### src/rtl/dcc_pkg.sv
// dual comparator control package: register offsets, field positions, reset values
// assumes apb byte addressing with 32-bit data, registers in low 8 bits
package dcc_pkg;

  // ----------------------------------------------------------------
  // register byte offsets
  // ----------------------------------------------------------------
  localparam logic [7:0] OFF_CTRL0 = 8'h00;
  localparam logic [7:0] OFF_MODE0 = 8'h04;
  localparam logic [7:0] OFF_ISEL0 = 8'h08;
  localparam logic [7:0] OFF_CTRL1 = 8'h10;
  localparam logic [7:0] OFF_MODE1 = 8'h14;
  localparam logic [7:0] OFF_ISEL1 = 8'h18;

  // ----------------------------------------------------------------
  // control register fields
  // ----------------------------------------------------------------
  localparam int CTL_EN = 7;
  localparam int CTL_OUT = 6;
  localparam int CTL_RIF = 5;
  localparam int CTL_FIF = 4;
  localparam int CTL_HYP = 2;
  localparam int CTL_HYN = 0;

  // ----------------------------------------------------------------
  // mode and input-select fields
  // ----------------------------------------------------------------
  localparam int MD_RIE = 5;
  localparam int MD_FIE = 4;
  localparam int MD_RSP = 0;
  localparam int MX_NEG = 4;
  localparam int MX_POS = 0;

  // ----------------------------------------------------------------
  // reset values and write masks
  // ----------------------------------------------------------------
  localparam logic [7:0] RST_CTRL = 8'h00;
  localparam logic [7:0] RST_MODE = 8'h02;
  localparam logic [7:0] RST_ISEL = 8'h00;
  localparam logic [7:0] MASK_MODE = 8'h33;
  localparam logic [7:0] MASK_ISEL = 8'h33;
  localparam logic [7:0] MASK_CTRL_WR = 8'h8f;

endpackage

### src/rtl/dcc_top.sv
// dual comparator control: registers, synchronisers, edge flags, output gating
// assumes two analog cores giving raw results and an apb master on pclk
`timescale 1ns/100ps

module dcc_top #(
  parameter int NCH = 2 // channel count
) (
  input wire logic pclk, // system clock
  input wire logic presetn, // async reset, low active
  input wire logic clk_en, // freezes all state when low
  input wire logic psel, // apb select
  input wire logic penable, // apb enable
  input wire logic pwrite, // apb direction
  input wire logic [7:0] paddr, // apb byte address
  input wire logic [31:0] pwdata, // apb write data
  output logic [31:0] prdata, // apb read data
  output logic pready, // apb ready
  output logic pslverr, // apb error
  input wire logic [1:0] cmp_raw_in, // analog core results
  output logic [1:0] cmp_enable, // power-up to cores
  output logic [1:0] cmp0_pos_input_sel, // ch0 positive mux
  output logic [1:0] cmp0_neg_input_sel, // ch0 negative mux
  output logic [1:0] cmp1_pos_input_sel, // ch1 positive mux
  output logic [1:0] cmp1_neg_input_sel, // ch1 negative mux
  output logic [3:0] cmp_pos_hyst_sel, // {ch1,ch0} positive hysteresis
  output logic [3:0] cmp_neg_hyst_sel, // {ch1,ch0} negative hysteresis
  output logic [3:0] cmp_response_sel, // {ch1,ch0} response mode
  output logic cmp0_latched_out, // ch0 synced pin output
  output logic cmp1_latched_out, // ch1 synced pin output
  output logic cmp0_raw_out, // ch0 unclocked pin output
  output logic cmp1_raw_out, // ch1 unclocked pin output
  output logic [1:0] cmp_irq, // per-channel interrupt request
  output logic cmp0_reset_req // ch0 reset source output
);

  // ----------------------------------------------------------------
  // elaboration check
  // ----------------------------------------------------------------
  if (NCH != 2) begin : g_chk
    $error("dcc_top serves exactly two channels");
  end

  // ----------------------------------------------------------------
  // apb decode
  // ----------------------------------------------------------------
  wire logic acc = psel && penable;
  wire logic wr = acc && pwrite && clk_en;
  wire logic rd_setup = clk_en && psel && !penable && !pwrite;
  wire logic hit_c0 = paddr == dcc_pkg::OFF_CTRL0;
  wire logic hit_m0 = paddr == dcc_pkg::OFF_MODE0;
  wire logic hit_x0 = paddr == dcc_pkg::OFF_ISEL0;
  wire logic hit_c1 = paddr == dcc_pkg::OFF_CTRL1;
  wire logic hit_m1 = paddr == dcc_pkg::OFF_MODE1;
  wire logic hit_x1 = paddr == dcc_pkg::OFF_ISEL1;
  wire logic hit_any = hit_c0 | hit_m0 | hit_x0 | hit_c1 | hit_m1 | hit_x1;
  wire logic [1:0] wr_ctrl = {wr && hit_c1, wr && hit_c0};
  wire logic [1:0] wr_mode = {wr && hit_m1, wr && hit_m0};
  wire logic [1:0] wr_isel = {wr && hit_x1, wr && hit_x0};

  assign pready = 1'b1;
  assign pslverr = acc && !hit_any;

  // ----------------------------------------------------------------
  // register storage
  // ----------------------------------------------------------------
  logic [7:0] ctrl [2]; // enable and hysteresis bits only
  logic [7:0] mode [2];
  logic [7:0] isel [2];
  logic [1:0] sync1, sync2, prev;
  logic [1:0] rise_flag, fall_flag;

  // edge detection on synchronised result, only while the core is powered
  wire logic [1:0] rise_ev = sync2 & ~prev & cmp_enable;
  wire logic [1:0] fall_ev = ~sync2 & prev & cmp_enable;

  // writable register bits per channel
  always_ff @(posedge pclk or negedge presetn) begin
    if (!presetn) begin
      for (int i = 0; i < 2; i++) begin
        ctrl[i] <= dcc_pkg::RST_CTRL;
        mode[i] <= dcc_pkg::RST_MODE;
        isel[i] <= dcc_pkg::RST_ISEL;
      end
    end else if (clk_en) begin
      for (int i = 0; i < 2; i++) begin
        if (wr_ctrl[i]) ctrl[i] <= pwdata[7:0] & dcc_pkg::MASK_CTRL_WR;
        if (wr_mode[i]) mode[i] <= pwdata[7:0] & dcc_pkg::MASK_MODE;
        if (wr_isel[i]) isel[i] <= pwdata[7:0] & dcc_pkg::MASK_ISEL;
      end
    end
  end

  // two-flop synchroniser then edge history
  always_ff @(posedge pclk or negedge presetn) begin
    if (!presetn) begin
      sync1 <= 2'h0;
      sync2 <= 2'h0;
      prev <= 2'h0;
    end else if (clk_en) begin
      sync1 <= cmp_raw_in;
      sync2 <= sync1;
      prev <= sync2;
    end
  end

  // sticky flags: edge set wins over software write of zero
  always_ff @(posedge pclk or negedge presetn) begin
    if (!presetn) begin
      rise_flag <= 2'h0;
      fall_flag <= 2'h0;
    end else if (clk_en) begin
      for (int i = 0; i < 2; i++) begin
        if (rise_ev[i]) rise_flag[i] <= 1'b1;
        else if (wr_ctrl[i]) rise_flag[i] <= pwdata[dcc_pkg::CTL_RIF];
        if (fall_ev[i]) fall_flag[i] <= 1'b1;
        else if (wr_ctrl[i]) fall_flag[i] <= pwdata[dcc_pkg::CTL_FIF];
      end
    end
  end

  // ----------------------------------------------------------------
  // read path
  // ----------------------------------------------------------------
  function automatic logic [7:0] ctrl_view(input logic [7:0] c, input logic o,
                                           input logic r, input logic f);
    logic [7:0] v;
    v = c;
    v[dcc_pkg::CTL_OUT] = o;
    v[dcc_pkg::CTL_RIF] = r;
    v[dcc_pkg::CTL_FIF] = f;
    return v;
  endfunction

  wire logic [7:0] en_res = {6'h00, sync2 & cmp_enable};
  wire logic [7:0] rd_c0 = ctrl_view(ctrl[0], en_res[0], rise_flag[0], fall_flag[0]);
  wire logic [7:0] rd_c1 = ctrl_view(ctrl[1], en_res[1], rise_flag[1], fall_flag[1]);
  wire logic [7:0] rd_sel = hit_c0 ? rd_c0 : hit_m0 ? mode[0] : hit_x0 ? isel[0] :
                            hit_c1 ? rd_c1 : hit_m1 ? mode[1] : hit_x1 ? isel[1] : 8'h00;

  // registered read data, captured at the edge that ends the setup phase
  always_ff @(posedge pclk or negedge presetn) begin
    if (!presetn) prdata <= 32'h0000_0000;
    else if (rd_setup) prdata <= {24'h00_0000, rd_sel};
  end

  // ----------------------------------------------------------------
  // analog core controls
  // ----------------------------------------------------------------
  assign cmp_enable = {ctrl[1][dcc_pkg::CTL_EN], ctrl[0][dcc_pkg::CTL_EN]};
  assign cmp0_pos_input_sel = isel[0][dcc_pkg::MX_POS +: 2];
  assign cmp0_neg_input_sel = isel[0][dcc_pkg::MX_NEG +: 2];
  assign cmp1_pos_input_sel = isel[1][dcc_pkg::MX_POS +: 2];
  assign cmp1_neg_input_sel = isel[1][dcc_pkg::MX_NEG +: 2];
  // hysteresis codes passed through unchanged
  assign cmp_pos_hyst_sel = {ctrl[1][dcc_pkg::CTL_HYP +: 2],
                             ctrl[0][dcc_pkg::CTL_HYP +: 2]};
  assign cmp_neg_hyst_sel = {ctrl[1][dcc_pkg::CTL_HYN +: 2],
                             ctrl[0][dcc_pkg::CTL_HYN +: 2]};
  assign cmp_response_sel = {mode[1][dcc_pkg::MD_RSP +: 2],
                             mode[0][dcc_pkg::MD_RSP +: 2]};

  // ----------------------------------------------------------------
  // pin outputs and interrupts
  // ----------------------------------------------------------------
  // raw path is pure gating, usable without pclk
  assign cmp0_raw_out = cmp_raw_in[0] & cmp_enable[0];
  assign cmp1_raw_out = cmp_raw_in[1] & cmp_enable[1];
  assign cmp0_latched_out = en_res[0];
  assign cmp1_latched_out = en_res[1];
  assign cmp0_reset_req = cmp_enable[0] & ~sync2[0];

  wire logic [1:0] rie = {mode[1][dcc_pkg::MD_RIE], mode[0][dcc_pkg::MD_RIE]};
  wire logic [1:0] fie = {mode[1][dcc_pkg::MD_FIE], mode[0][dcc_pkg::MD_FIE]};
  assign cmp_irq = (rise_flag & rie) | (fall_flag & fie);
endmodule

### config.mk
export PLATFORM = sky130hd
export DESIGN_NAME = dcc_top
export DESIGN_NICKNAME = d
export VERILOG_FILES = /design/src/rtl/dcc_pkg.sv /design/src/rtl/dcc_top.sv
export SDC_FILE = /design/constraint.sdc
export NUM_CORES = 1
export LEC_CHECK = 0
export ABC_AREA = 1
export BUFFER_PORTS_ARGS = -buffer_cell sky130_fd_sc_hd__buf_2
export CORE_MARGIN = 1
export CORE_UTILIZATION = 50
export CTS_CLUSTER_DIAMETER = 40
export CTS_CLUSTER_SIZE = 20
export DETAILED_ROUTE_END_ITERATION = 8
export PLACE_DENSITY = 0.82
export SYNTH_ARGS = -nofsm -noshare
export SYNTH_HDL_FRONTEND = slang
export SYNTH_SLANG_ARGS = --single-unit
### constraint.sdc
create_clock -name pclk -period 2.4 [get_ports pclk]
set_input_delay 0.48 -clock pclk [delete_from_list [all_inputs] [get_ports pclk]]
set_output_delay 0.48 -clock pclk [all_outputs]
set_load 0.05 [all_outputs]
==> summary.md <==
| Metric | Value |
|---|---|
| Status | `finished, final reports clean` |
| Yosys warning count | `0` |
| Post-route DRC | `0` |
| Pre-antenna DRT Iters | `5` |
| Clk sinks | `44` |
| Global route overflow | `0` |
| Site Rows | `25` |
| Filler cells | `447` |
| Post-CTS Hold Fix Bufs | `0` |
| Peak VDD IR | `0.000449 V` |
| CP endpoint kind | `output pin` |
| Largest fanout on the critical path | `5` |
| Clock share of power | `34.0%` |
| Placer Congestion | `0.896` |
| Worst reg2reg path startpoint | `cmp1_neg_input_sel[1]` |
| Longest Clk Path Bufs | `2` |
| Crit path kind | `in -> out` |
| Die Wd | `72.3 um` |
| Ports | `111` |
| Post-synthesis sequential area ratio | `44.7%` |
| CP top delay family | `buffers and inverters` |
| Post-route setup TNS | `0 ns` |
| R2R depth | `6` |
| Clock skew | `0.00609 ns` |
| DIE AREA | `0.00523 mm^2` |
| Via count | `2021` |
| Most frequent cells in the layout | `90 x nand2_1, 60 x buf_2, 42 x dfrtp_1` |
| Final hold vios | `0` |
| Unrepaired setup endpoints after global routing | `no` |
| Capture point of the worst reg-to-reg path | `prdata[5]` |
| Tmin final | `1.99 ns` |
| Clock root buffer master | `clkbuf_8` |
| Sequential power share | `48.3%` |
| DP Wirelength | `3710 um` |
| Syn_area_per_cell | `8.26 um^2` |
| GRT busiest layer | `met2` |
| Worst slew margin relative to its limit | `63.9%` |
| Final nets | `406` |
| Area grow syn2layout | `14.1%` |
| Async set-reset flop share out of synthesis | `100%` |
| Reg clk slew, reported paths | `0.09 ns` |
| Multi-input logic area | `0.00109 mm^2` |
| Synth Cell Area | `0.00247 mm^2` |
| GRT Util Overall | `21.4%` |
| Internal cell power | `1.13 mW` |
| Number of global-route vias before repair | `1764` |
| Crit path buf inv count | `4` |
| Most used DFF post-synth | `dfrtp_1` |
| H-tree depth | `2` |
| Tcrit/Tclk final | `83.1%` |
| Final Max Slew Viols | `0` |
| Num CTS Buffers | `5` |
| Worst-Skew Late Latency | `0.30 ns` |
| Initial antenna violation count | `0` |
| Post-synthesis register bit count | `44` |
| Switching Power | `0.513 mW` |
| Post-CTS Resized | `0` |
| Final wirelength | `5060 um` |
| Commonest non-fill, non-tap cell in the layout | `nand2_1` |
| Global Route met1 Usage | `29.5%` |
| Vias per cell | `4.74` |
| P_leak | `1.62 nW` |
| Fmax | `501 MHz` |
| Core ar. | `0.00475 mm^2` |
| Die height | `72.3 um` |
| CP Launch Point | `paddr[6]` |
| Startpoint types | `primary input` |
| Critical path depth in cells | `8` |
| Crit-path slowest cell | `buf_2` |
| Reg area | `0.00110 mm^2` |
| CP Cell Sequence | `buf_2 -> inv_2 -> nand3_4 -> inv_2 -> nand2_1 -> o211ai_1 -> nor4_2 -> buf_2` |
| DR iter-0 viols | `175` |
| Post-Synthesis Cells | `299` |
| Met2 usage | `33.1%` |
| Comb pwr share | `17.8%` |
| FF-to-FF setup slack | `1.37 ns` |
| Critical Path Max Stage Delay | `0.31 ns` |
| CTS tree | `done` |
| Layout cells sized above 1 | `32.0%` |
| Met3 Usage GRT | `5.00%` |
| Ant diodes | `0` |
| Switching part of the total power | `31.1%` |
| Post-CTS Setup Bufs | `0` |
| P per Cell Area | `584 mW/mm^2` |
| Data arrival, critical path | `1.51 ns` |
| EDFF count, synth | `0` |
| Starting Density | `52.0%` |
| CP endpoint | `pslverr` |
| Total Power | `1.65 mW` |
| Avg WL per Cell | `11.9 um` |
| Routed Antenna Nets | `0` |
| Total of max-cap violations | `0` |
| Largest net degree at the start of global routing | `45` |
| Pin slew with the least headroom to its limit | `0.542 ns` |
| First-pass GRT wire length | `8330 um` |
| CP Data Required Time | `1.92 ns` |
| Final Setup Violations | `0` |
| Unique cell type count in the Yosys netlist | `32` |
| Buffers on Ports | `60` |
| HP Class | `in -> async` |
-- power by group through the flow --
stage	clock network, mW	registers, mW	logic, mW
detailed placement	0	0.809	0.294
finish	0.560	0.795	0.292
global placement	0	0.808	0.291
floorplan	0	0.863	0.196
global route	0.600	0.799	0.313
CTS	0.570	0.794	0.295
-- area by class of cell --
| cell class | instances | share of cell area, % |
|---|---|---|
| clock buffer | 6 | 2.57 |
| inverter | 33 | 4.48 |
| clock inverter | 2 | 1.24 |
| multi-input combinational | 213 | 38.7 |
| timing repair buffer | 61 | 10.9 |
| tap | 67 | 2.97 |
| sequential | 44 | 39.1 |
-- worst register-to-register path, stage by stage, from the launching register on --
cell,delay (ns)
dfrtp_1,0.41
nand3_1,0.09
nand2_1,0.07
nor2_1,0.12
nand4_1,0.11
nand2_1,0.08
nand2_1,0.05
-- layer usage --
metal  share of wire (%)  wire [um]  vias up
met2                  47       2380       90
met3                 6.4        324        9
met4                 1.4         73        0
met5                   0          0        -
met1                  45       2280      908
li1                    -          -     1014
-- registers in the layout (all words and copies together), names as in the netlist, 4 cells and up --
register and count:
prdata 8, cmp_pos_hyst_sel 4, cmp_neg_hyst_sel 4, cmp_response_sel 4
-- synthesized netlist by cell type, drive strengths merged (3+ instances only) --
cell type   n  share of area, %
buf        31               9.7
nand4       3              0.76
a21oi       8               1.6
dfrtp      42                43
nand2      99                17
o21ai      33               8.2
inv        33               5.1
nor2       22               5.9
nand3      13               3.3
-- worst min-delay path by stage --
stage               slack (ns)                    end     start  depth (start not counted)
floorplan                 0.18  cmp0_neg_input_sel[0]   presetn                          0
global placement          0.45               sync1[0]  sync1[0]                          2
detailed placement        0.46               sync1[0]  sync1[0]                          2
CTS                       0.26  cmp1_neg_input_sel[0]   presetn                          2
global route              0.30  cmp0_neg_input_sel[0]   presetn                          2
finish                    0.24                 fie[1]   presetn                          2
-- cell families after synthesis --
group | share of synthesized area, %
AO/OA/AOI/OAI | 12.0
buffers and inverters | 15.0
flip-flops | 44.7
other | 0.304
AND/OR/NAND/NOR | 28.1
-- metrics by stage --
stage / std cells / worst slack (ns) / util [%] / hold WS (ns) / area [um^2]
global route: 426 / 0.323 / 59.3 / 0.298 / 2820
detailed placement: 418 / 0.413 / 57.0 / 0.459 / 2710
global placement: 418 / 0.395 / 57.0 / 0.455 / 2710
finish: 426 / 0.405 / 59.3 / 0.245 / 2820
floorplan: 322 / 0.147 / - / 0.184 / 2560
CTS: 426 / 0.410 / 59.3 / 0.263 / 2820
(Power assumes the default switching activity.)
